$ cat src/rtl/rshpc_consts.svh
`ifndef RSHPC_CONSTS_SVH
`define RSHPC_CONSTS_SVH

// ==========================================================================
// Committed control word layout
`define RSHPC_CTRL_W 16
`define RSHPC_CTRL_RESET 16'h0000
`define RSHPC_REF_AUTO_BIT 0
`define RSHPC_HOLD_AUTO_BIT 1
`define RSHPC_STAT_DIR_LSB 2
`define RSHPC_STAT_FUNC_LSB 6
`define RSHPC_STAT_FUNC_W 2
`define RSHPC_STAT_PINS 4

// ==========================================================================
// Status pin function codes
`define RSHPC_FUNC_HOLDOVER 2'h0
`define RSHPC_FUNC_REFERENCE 2'h1
`define RSHPC_FUNC_FIRST_LOST 2'h2
`define RSHPC_FUNC_SECOND_LOST 2'h3

// ==========================================================================
// Timing
`define RSHPC_CLK_PERIOD_NS 10
`define RSHPC_POR_TIME_NS 10000

`endif

$ cat src/rtl/rshpc_pkg.sv
`default_nettype none

package rshpc_pkg;

   // Chip-level operating state
   typedef enum logic [1:0]
   {
      ST_RESET,
      ST_RUN,
      ST_LOW_POWER
   } rshpc_state_t;

endpackage

`default_nettype wire

$ cat src/rtl/rshpc_sync_if.sv
`timescale 1ns/100ps
`default_nettype none

// ==========================================================================
// Pin levels into the synchroniser and their clean copies out
interface rshpc_sync_if
#(
   parameter int W = 9
);
   logic [W-1:0] raw;
   logic [W-1:0] synced;

   modport sync_side
   (
      input raw,
      output synced
   );

   modport user_side
   (
      output raw,
      input synced
   );
endinterface

`default_nettype wire

$ cat src/rtl/rshpc_sync.sv
`timescale 1ns/100ps
`default_nettype none

// ==========================================================================
// Two-flop synchroniser; the first stage feeds only the second
module rshpc_sync
#(
   parameter int W = 9
)
(
   // Clock and reset
   input wire logic clk_sys,
   input wire logic rst_b,
   // Pin levels
   rshpc_sync_if.sync_side pins
);

   logic [W-1:0] stage1;
   logic [W-1:0] stage2;

   always_ff @(posedge clk_sys or negedge rst_b)
   begin
      if (!rst_b)
      begin
         stage1 <= '0;
         stage2 <= '0;
      end
      else
      begin
         stage1 <= pins.raw;
         stage2 <= stage1;
      end
   end

   assign pins.synced = stage2;

endmodule // rshpc_sync

`default_nettype wire

$ cat src/rtl/rshpc_top.sv
`timescale 1ns/100ps
`default_nettype none
`include "rshpc_consts.svh"

// Contract
// [RULE1] Manual switching: choice pin input; automatic: driven
// [RULE2] Choice pin low first, high second reference
// [RULE3] Manual holdover follows high holdover pin
// [RULE4] Automatic holdover: pin reports holdover status
// [RULE5] Low-power request holds device inactive
// [RULE6] Reset pin holds all logic reset; status_pins_sampled still tracks the status pins during it
// [RULE7] Power-up makes 10 us internal reset
// [RULE8] Buffer copied only on strobe rising edge
// [RULE9] Strobe moves buffer into active controls
// [RULE10] Status pin direction, function from configuration
// [RULE11] Defaults after reset; drive pins afterwards
module rshpc_top
#(
   parameter int CTRL_W = `RSHPC_CTRL_W
)
(
   // Clock and supply-threshold reset
   input wire logic clk_sys,
   input wire logic rst_b,
   // Control pins
   input wire logic chip_reset_pin,
   input wire logic low_power_request,
   input wire logic update_strobe_pin,
   // Reference choice pin
   input wire logic reference_choice_pin_in,
   output logic reference_choice_pin_out,
   output logic reference_choice_pin_oe_b,
   // Holdover pin
   input wire logic holdover_pin_in,
   output logic holdover_pin_out,
   output logic holdover_pin_oe_b,
   // Configurable status pins
   input wire logic [3:0] configurable_status_pins_in,
   output logic [3:0] configurable_status_pins_out,
   output logic [3:0] configurable_status_pins_oe_b,
   // Serial buffer and loop status, same clock
   input wire logic [CTRL_W-1:0] serial_buffer,
   input wire logic auto_reference_choice,
   input wire logic auto_holdover_request,
   input wire logic first_reference_lost,
   input wire logic second_reference_lost,
   // Core state
   output logic [CTRL_W-1:0] active_control,
   output logic active_reference,
   output logic holdover_active,
   output logic core_reset,
   output logic core_low_power,
   output logic [3:0] status_pins_sampled
);

   // =======================================================================
   // Timing
   localparam int POR_CYCLES = (`RSHPC_POR_TIME_NS
      + `RSHPC_CLK_PERIOD_NS - 1) / `RSHPC_CLK_PERIOD_NS;
   localparam int POR_W = $clog2(POR_CYCLES + 1);
   localparam logic [POR_W-1:0] POR_LAST = POR_W'(POR_CYCLES - 1);
   localparam int SW = 9;

   // =======================================================================
   // Pin synchronisation
   rshpc_sync_if #(.W(SW)) pin_if ();

   assign pin_if.raw = {configurable_status_pins_in, holdover_pin_in,
      reference_choice_pin_in, update_strobe_pin, low_power_request,
      chip_reset_pin};

   rshpc_sync #(.W(SW)) u_sync
   (
      .clk_sys(clk_sys),
      .rst_b(rst_b),
      .pins(pin_if.sync_side)
   );

   wire logic reset_pin_s = pin_if.synced[0];
   wire logic low_power_s = pin_if.synced[1];
   wire logic strobe_s = pin_if.synced[2];
   wire logic choice_pin_s = pin_if.synced[3];
   wire logic holdover_pin_s = pin_if.synced[4];
   wire logic [3:0] status_pins_s = pin_if.synced[8:5];

   // =======================================================================
   // Power-up reset pulse
   logic [POR_W-1:0] por_count;
   logic por_done;
   wire logic por_end = (por_count == POR_LAST);

   // Counts from supply-threshold release, no pin action needed
   always_ff @(posedge clk_sys or negedge rst_b)
   begin
      if (!rst_b)
      begin
         por_count <= '0;
         por_done <= 1'b0;
      end
      else if (!por_done)
      begin
         por_count <= por_count + POR_W'(1);  // [RULE7]
         por_done <= por_end;  // [RULE7]
      end
   end

   // =======================================================================
   // Operating state
   rshpc_pkg::rshpc_state_t state;
   rshpc_pkg::rshpc_state_t next_state;

   wire logic reset_req = !por_done || reset_pin_s;  // [RULE6] [RULE7]

   always_comb
   begin
      case (state)
         rshpc_pkg::ST_RESET,
         rshpc_pkg::ST_RUN,
         rshpc_pkg::ST_LOW_POWER:
         begin
            if (reset_req)
               next_state = rshpc_pkg::ST_RESET;  // [RULE6]
            else if (low_power_s)
               next_state = rshpc_pkg::ST_LOW_POWER;  // [RULE5]
            else
               next_state = rshpc_pkg::ST_RUN;  // [RULE11]
         end
         default:
            next_state = rshpc_pkg::ST_RESET;
      endcase
   end

   wire logic next_in_reset = (next_state == rshpc_pkg::ST_RESET);
   wire logic next_low_power = (next_state == rshpc_pkg::ST_LOW_POWER);

   always_ff @(posedge clk_sys or negedge rst_b)
   begin
      if (!rst_b)
      begin
         state <= rshpc_pkg::ST_RESET;
         core_reset <= 1'b1;
         core_low_power <= 1'b0;
      end
      else
      begin
         state <= next_state;
         core_reset <= next_in_reset;  // [RULE6]
         core_low_power <= next_low_power;  // [RULE5]
      end
   end

   // =======================================================================
   // Update strobe and control commit
   logic strobe_d;
   // Edge taken on the synced level, so a slow strobe commits once per rise;
   // a bouncy strobe commits again for each bounce the synchroniser samples
   wire logic strobe_rise = strobe_s && !strobe_d;  // [RULE8]

   always_ff @(posedge clk_sys or negedge rst_b)
   begin
      if (!rst_b)
         strobe_d <= 1'b0;
      else
         strobe_d <= strobe_s;
   end

   always_ff @(posedge clk_sys or negedge rst_b)
   begin
      if (!rst_b)
         active_control <= CTRL_W'(`RSHPC_CTRL_RESET);
      else if (reset_req)
         active_control <= CTRL_W'(`RSHPC_CTRL_RESET);  // [RULE11]
      else if (strobe_rise)
         active_control <= serial_buffer;  // [RULE8] [RULE9]
   end

   // =======================================================================
   // Reference choice and holdover
   wire logic ref_auto = active_control[`RSHPC_REF_AUTO_BIT];
   wire logic hold_auto = active_control[`RSHPC_HOLD_AUTO_BIT];

   // Pin low picks the first reference, high the second
   wire logic next_reference = ref_auto ? auto_reference_choice
      : choice_pin_s;  // [RULE1] [RULE2]
   wire logic next_holdover = hold_auto ? auto_holdover_request
      : holdover_pin_s;  // [RULE3] [RULE4]

   // Pins stay released until reset is over
   wire logic drive_ok = !next_in_reset;  // [RULE11]
   wire logic next_choice_oe_b = !(ref_auto && drive_ok);  // [RULE1]
   wire logic next_hold_oe_b = !(hold_auto && drive_ok);  // [RULE4]

   always_ff @(posedge clk_sys or negedge rst_b)
   begin
      if (!rst_b)
      begin
         active_reference <= 1'b0;
         holdover_active <= 1'b0;
         reference_choice_pin_out <= 1'b0;
         reference_choice_pin_oe_b <= 1'b1;
         holdover_pin_out <= 1'b0;
         holdover_pin_oe_b <= 1'b1;
      end
      else
      begin
         active_reference <= drive_ok && next_reference;  // [RULE2]
         holdover_active <= drive_ok && next_holdover;  // [RULE3]
         reference_choice_pin_out <= drive_ok && next_reference;  // [RULE2]
         reference_choice_pin_oe_b <= next_choice_oe_b;  // [RULE1]
         holdover_pin_out <= drive_ok && next_holdover;  // [RULE4]
         holdover_pin_oe_b <= next_hold_oe_b;  // [RULE4]
      end
   end

   // =======================================================================
   // Configurable status pins
   wire logic [3:0] stat_src;
   wire logic [3:0] stat_dir;

   genvar i;
   generate
      for (i = 0; i < `RSHPC_STAT_PINS; i++)
      begin : g_stat
         wire logic [`RSHPC_STAT_FUNC_W-1:0] func = active_control[
            `RSHPC_STAT_FUNC_LSB + i * `RSHPC_STAT_FUNC_W +:
            `RSHPC_STAT_FUNC_W];
         assign stat_dir[i] = active_control[`RSHPC_STAT_DIR_LSB + i];
         assign stat_src[i] =
            (func == `RSHPC_FUNC_HOLDOVER) ? next_holdover :
            (func == `RSHPC_FUNC_REFERENCE) ? next_reference :
            (func == `RSHPC_FUNC_FIRST_LOST) ? first_reference_lost :
            second_reference_lost;  // [RULE10]
      end
   endgenerate

   wire logic [3:0] next_stat_oe_b = ~(stat_dir & {4{drive_ok}});

   always_ff @(posedge clk_sys or negedge rst_b)
   begin
      if (!rst_b)
      begin
         configurable_status_pins_out <= 4'h0;
         configurable_status_pins_oe_b <= 4'hf;
         status_pins_sampled <= 4'h0;
      end
      else
      begin
         configurable_status_pins_out <= stat_src & {4{drive_ok}};
         configurable_status_pins_oe_b <= next_stat_oe_b;  // [RULE10]
         // Input-direction pins are reported, driven ones read as zero
         status_pins_sampled <= status_pins_s & ~stat_dir;  // [RULE10]
      end
   end

endmodule // rshpc_top

`default_nettype wire

$ cat config.mk
export PLATFORM = sky130hd
export DESIGN_NAME = rshpc_top
export DESIGN_NICKNAME = d
export VERILOG_FILES = /design/src/rtl/rshpc_pkg.sv /design/src/rtl/rshpc_sync_if.sv /design/src/rtl/rshpc_sync.sv /design/src/rtl/rshpc_top.sv
export VERILOG_INCLUDE_DIRS = /design/src /design/src/rtl
export SDC_FILE = /design/constraint.sdc
export NUM_CORES = 1
export LEC_CHECK = 0
export ABC_CLOCK_PERIOD_IN_PS = 1150
export BUFFER_PORTS_ARGS = -buffer_cell sky130_fd_sc_hd__buf_2
export CORE_MARGIN = 5
export CORE_UTILIZATION = 45
export CTS_CLUSTER_SIZE = 30
export DETAILED_ROUTE_END_ITERATION = 10
export GPL_TIMING_DRIVEN = 0
export PLACE_DENSITY = 0.82
export SYNTH_ARGS = -nofsm -noshare
export SYNTH_HDL_FRONTEND = slang
export SYNTH_SLANG_ARGS = --single-unit
$ cat constraint.sdc
create_clock -name clk_sys -period 1.15 [get_ports clk_sys]
set_input_delay 0.115 -clock clk_sys [delete_from_list [all_inputs] [get_ports clk_sys]]
set_output_delay 0.115 -clock clk_sys [all_outputs]
set_load 0.02 [all_outputs]
# == After elaboration in Yosys (flattened, before gate mapping) ==
# Cells that the tools add are included.
# totals
output_inout_bits,36
in_bits,31
register_bits,66
word_cells,73
# classes
n_reduce_logical,19
eq_ne,12
bitwise,5
add_sub_neg,1
muxes,20
# ops
operator,count
$mux 16,2
$mux 1,15
$and 4x4->4,3
$eq 2x2->1 const B,6
$logic_not 2->1,6
$add 10x1->10 const B,1
$eq 10x10->1 const B,1
$eq 2x1->1 const B,5
$not 4->4,2
$mux 2,3
$logic_and 1x1->1,5
$logic_not 1->1,5
$reduce_or 3->1,1
$reduce_bool 2->1,1
$logic_or 1x1->1,1

# == Longest topological paths before layout ==
# Gate-level depths: netlist (run 1).
# logic_depth
depth_word,8
mapped_depth,4
ltp_nobuf,4

# == Cells and area by module ==
# Synthesis (run 1) repeated with hierarchy kept, for this count alone.
# unflattened
cells_unflattened,148
hier_area_um2,2287.2
# modules_own_cells
mod,seq_area_each_um2,instances,cells_per_inst,area_each_um2
rshpc_top,1209.9,1,130,1836.8
rshpc_sync,450.4,1,18,450.4

# == Worst setup path after synthesis (run 1) ==
# Ideal clock, no wire load.
# synth_path
path_type,register to register
from,register active_control[1]
to,register configurable_status_pins_out[0]
path_stages_with_launch,4
arrival_time_ns,1.186
path_slack_ns,-0.108
required_ns,1.078
synth_period_minus_slack_ns,1.258
cell_sequence,dfrtp_1 -> mux2i_1 -> mux4_2 -> nor2_1
# synth_between
elab_chain_len,3
# synth_lines
item,line,source
from (decl),rshpc_top.sv:48,"output logic [CTRL_W-1:0] active_control,"
from (signal assigned),rshpc_top.sv:170,active_control <= CTRL_W'(`RSHPC_CTRL_RESET);
from (signal assigned),rshpc_top.sv:172,active_control <= CTRL_W'(`RSHPC_CTRL_RESET);
from (signal assigned),rshpc_top.sv:174,active_control <= serial_buffer;
$mux 1,rshpc_top.sv:185,wire logic next_holdover = hold_auto ? auto_holdover_request
$mux 1,rshpc_top.sv:229,(func == `RSHPC_FUNC_HOLDOVER) ? next_holdover :
$and 4x4->4,rshpc_top.sv:248,configurable_status_pins_out <= stat_src & {4{drive_ok}};
to (signal assigned),rshpc_top.sv:248,
to (decl),rshpc_top.sv:39,"output logic [3:0] configurable_status_pins_out,"
# Every way passes these cells.
# A chain may end at the register's enable or synchronous reset.

==> flow_summary.toml, run 1 <==
[outcome]
outcome = "finished, violations left"
violations = "setup timing"

[sta]
fmax_mhz = 780
fin_hold_ws_ps = 13.7
drv_slew = 0
skew_ps = 8.72
worst_pin_slew_ps = 766
setup_viol = 10
finalWorstSetupSlack_ps = -132
grt_setup_unrepaired = "yes"
fin_crit_sh_pct = 112
min_period_ps = 1280
relSlewSlack_pct = 48.9
hold_violations = 0

[floorplan]
rows = 26
die_w_um = 81.3
die_area_mm2 = 0.00661
io_pins = 67
die_h_um = 81.3
initial_utilization_pct = 45.7
coreArea_mm2 = 0.00501

[clocking]
cts_sinks = 66
clock_path_buffers = 2
insertion_delay_ps = 330
h-tree-depth = 3
cts_tree = "done"
cts_root_buf = "clkbuf_8"
cts.clk_slew.worst_paths_ps = 80
cts_buffers = 9

[global_routing]
grt_pass1_vias = 1513
grt-ovfl-total = 0
grt_pass1_wl_mm = 7.36
grt_max_degree = 67
antenna_found_initial = 0
grt_usage_pct = 15.4

[logic_synthesis]
synth_area_leaders = "dfrtp_1 (65%), dfstp_2 (8.0%), a22o_1 (6.1%)"
synthCells = 148
synth-seq-area-share_pct = 72.6
synth_area_leader_cell = "dfrtp_1"
synth_top_area_share_pct = 64.6
synth_seq_cells = 66
synth.cell_area_mm2 = 0.00229
synthDistinctLibCells = 26
avgSynthCellArea_um2 = 15.5
synthesis.nets = 180
yosys_warnings = 0

[drt]
ant_nets = 0
via_per_inst = 4.70
first_pass_iters = 4
vias = 1585
wl_per_cell_um = 14.7
wl_mm = 4.96
drc = 0
drt_iter0_markers = 57

[placed_design]
io_buffers = 66
placed_cells = 284
gp_congestion = 0.771
hpwl_mm = 2.88
placed_cell_area_mm2 = 0.00271

[layout]
layout_common_cells = "buf_2 (61), dfrtp_1 (56), dlygate4sd3_1 (21)"
final_common_cell = "buf_2"
finalNonFillerCells = 337
fin_area_mm2 = 0.00336
syn_to_final_growth_pct = 47.1
drive_above_1_share_pct = 49.1
nNetsFinal = 294
antennaDiodeCount = 0

[worst_hold_path]
hp-class = "primary input to flop"

[worst_setup_path]
start_kind = "flop"
arrival_ps = 1550
critical_path_class = "flop to flop"
end_kind = "flop"
required_ps = 1410
critPathMaxFanout = 5

[flow_run]
drv_cap = 0

[power]
peakVddDrop_mv = 0.948
p_leak_nw = 1.66
powerDensity_mw_per_mm2 = 1340
==> critical path: stages, from the launching register on <==
cell and delay (ps):
dfrtp_2 450, nand4b_1 240, buf_6 190, nor3_2 180, xor2_1 150
==> per-layer routing <==
| layer | GRT usage [%] | vias to the layer above | part of all wire (%) |
|---|---|---|---|
| met5 | 0 | - | 0 |
| met1 | 17.9 | 778 | 38 |
| li1 | - | 734 | - |
| met4 | 9.63 | 0 | 3.2 |
| met2 | 25.2 | 59 | 53 |
| met3 | 4.21 | 14 | 5.9 |
==> flip-flops by register name, summed over array words and instances (netlist names) <==
signal	cells
active_control	16
active_reference	1
configurable_status_pins_oe_b	4
configurable_status_pins_out	4
core_low_power	1
core_reset	1
holdover_active	1
holdover_pin_oe_b	1
por_count	10
por_done	1
reference_choice_pin_oe_b	1
state	2
status_pins_sampled	4
strobe_d	1
u_sync.pins.synced	9
u_sync.stage1	9
==> power by group <==
part,internal (W),switching [W],leakage [nW]
sequential,0.00236,0.0000149,0.825
combinational,0.000107,0.0000896,0.738
clock,0.00112,0.000831,0.0986
total,0.00359,0.000936,1.66
==> synthesized netlist by cell type <==
cell,n
nor2b_1,4
nand4b_1,2
nand2b_2,1
dfrtp_1,59
a21oi_2,2
mux2i_1,2
nor3_1,3
dfstp_2,7
nand4_1,1
mux4_2,4
ha_1,1
xor2_1,5
xnor2_1,4
buf_4,3
a22o_1,16
and2_1,2
inv_1,4
nor2_1,9
buf_6,1
and2b_1,1
nor3b_4,1
o31ai_1,1
inv_2,1
nand2_1,11
nand3_1,2
mux2_2,1
==> area by class of cell <==
cell class | instances | area (µm²)
flip-flops and latches | 66 | 1660
fillers | 372 | 1650
repair buffers | 103 | 703
multi-input cells | 73 | 652
clock buffers | 12 | 155
well taps | 70 | 87.6
clock inverters | 4 | 50.0
plain buffers | 4 | 33.8
inverters | 5 | 18.8
==> kinds of logic after synthesis <==
family          after synthesis  synth area share (%)
fa+ha+maj                     1                 0.547
xor+xnor                      9                  3.45
flops                        66                  72.6
simple gates                 37                  8.59
buf+inv                       9                  2.30
mux                           7                  5.31
compound gates               19                  7.22
==> worst paths after layout <==
| kind | startpoint | endpoint | slack [ps] | cells after the start |
|---|---|---|---|---|
| worst max-delay path | por_done | por_count[7] | -130 | 4 |
| worst min-delay path | serial_buffer[14] | active_control[14] | 10 | 2 |
| worst max register to register | por_done | por_count[7] | -130 | 4 |
| worst min register to register | u_sync.stage1[2] | u_sync.pins.synced[2] | 350 | 0 |
| max in group asynchronous | rst_b | active_control[1] | 200 | 2 |
| min in group asynchronous | rst_b | por_count[8] | 400 | 2 |
==> stage by stage <==
stage / total power, W / util [%] / worst slack [ps] / setup TNS, ps
floorplan: 0.00245 / - / -75.6 / -309
detailed placement: 0.00256 / 54.2 / -347 / -17040
global route: 0.00471 / 67.2 / -188 / -1650
global placement: 0.00255 / 54.2 / -308 / -14280
CTS: 0.00457 / 63.8 / -89.2 / -544
finish: 0.00452 / 67.2 / -132 / -781
==> timing repair <==
action / in CTS / in global routing
gates resized for setup: 11 / 17
pin swaps: 11 / 5
buffers inserted: 5 / 11
endpoints found under the setup margin: 31 / 26
gates cloned: 0 / 0
hold buffers: 19 / 2
endpoints found under the hold margin: 19 / 60
(Power assumes the default switching activity.)
==> inputs of run 2 (changes only) <==
Settings changed: MAX_ROUTING_LAYER from default to met4.
==> flow_summary.toml, run 2 (synthesis results as in run 1) <==
[outcome]
outcome = "finished, violations left"
violations = "setup timing"

[clocking]
insertion_delay_ps = 330
h-tree-depth = 3
cts_root_buf = "clkbuf_8"
clock_path_buffers = 2
cts_sinks = 66
cts.clk_slew.worst_paths_ps = 70
cts_buffers = 9
cts_tree = "done"

[global_routing]
grt-ovfl-total = 0
grt_usage_pct = 16.0
grt_pass1_wl_mm = 7.37
grt_max_degree = 67
grt_pass1_vias = 1505
antenna_found_initial = 0

[power]
clkPwrFrac_pct = 42.9
p_int_w = 0.00359
finalPower_w = 0.00452
powerDensity_mw_per_mm2 = 1330
p_leak_nw = 1.68
peakVddDrop_mv = 0.945
swShare_pct = 20.6
switching_power_w = 0.000932
p_seq_share_pct = 52.6
combPwrFrac_pct = 4.5

[layout]
final_common_cell = "buf_2"
nNetsFinal = 297
drive_above_1_share_pct = 48.5
syn_to_final_growth_pct = 48.9
layout_common_cells = "buf_2 (57), dfrtp_1 (56), dlygate4sd3_1 (24)"
largest_registers = "active_control (16), por_count (10)"
antennaDiodeCount = 0
fin_area_mm2 = 0.00340
regMostFlops = "active_control"
fin_util_pct = 68.0
largest_register_ffs = 16

[drt]
via_per_inst = 4.66
wl_per_cell_um = 14.7
drt_iter0_markers = 57
vias = 1586
first_pass_iters = 4
ant_nets = 0
drc = 0
wl_mm = 5.01

[placed_design]
gp_congestion = 0.782
placed_cell_area_mm2 = 0.00271
hpwl_mm = 2.88
io_buffers = 66

[sta]
drv_slew = 0
setup_tns_ps = -662
fin_crit_sh_pct = 110
min_period_ps = 1270
relSlewSlack_pct = 48.7
grt_setup_unrepaired = "yes"
setup_viol = 9
worst_pin_slew_ps = 769
hold_violations = 0
skew_ps = 7.57
fmax_mhz = 788
finalWorstSetupSlack_ps = -120

[floorplan]
initial_utilization_pct = 45.7
die_w_um = 81.3
die_h_um = 81.3
die_area_mm2 = 0.00661
io_pins = 67
coreArea_mm2 = 0.00501
rows = 26

[worst_setup_path]
arrival_ps = 1530
required_ps = 1410
end_kind = "flop"
start_kind = "flop"
rrSetupSlack_ps = -120
critPathMaxFanout = 5
critical_path_class = "flop to flop"

[flow_run]
drv_cap = 0

[worst_hold_path]
hp-class = "primary input to flop"
## run 2: cell type report
type                    count  area [µm²]
clock inverters             4        50.0
flip-flops and latches     66        1660
repair buffers            106         743
well taps                  70        87.6
clock buffers              12         155
fillers                   363        1610
multi-input cells          73         652
plain buffers               4        33.8
inverters                   5        18.8
## run 2: power groups by stage
stage	logic [W]	registers, W	clock network (W)
CTS	0.000193	0.00238	0.00200
floorplan	0.0000258	0.00243	0
detailed placement	0.000140	0.00242	0
global route	0.000227	0.00238	0.00212
finish	0.000205	0.00238	0.00194
global placement	0.000138	0.00242	0
## run 2: path summary, 6_finish.rpt
kind / start / endpoint / depth (start not counted)
min: serial_buffer[7] / active_control[7] / 2
max: por_done / por_count[7] / 4
min in group asynchronous: rst_b / por_count[8] / 2
max in group asynchronous: rst_b / active_control[1] / 2
max reg2reg: por_done / por_count[7] / 4
min reg2reg: u_sync.stage1[2] / u_sync.pins.synced[2] / 0
## run 2: per-layer routing
layer	global-route usage (%)	vias up	routed length, µm
li1	-	740	-
met5	-	-	0
met1	18.4	781	1980
met2	25.2	55	2650
met3	5.65	10	269
met4	7.60	0	112
## run 2: critical path: stages (launching register included)
cell and delay [ps]:
dfrtp_2 440, nand4b_1 230, buf_6 190, nor3_2 180, xor2_1 150
## run 2: through the flow
step	hold slack (ps)	instances	setup slack (ps)
final	20.3	340	-120
after global routing	6.02	340	-216
after CTS	2.34	324	-89.2
after detailed placement	225	284	-347
after global placement	223	284	-308
after floorplan	-181	148	-75.6
## run 2: what timing repair did
action / CTS / global route
hold buffers: 19 / 5
setup endpoints to repair: 31 / 30
pin swaps: 11 / 4
gates resized for setup: 11 / 21
hold endpoints to repair: 19 / 63
buffers inserted: 5 / 11
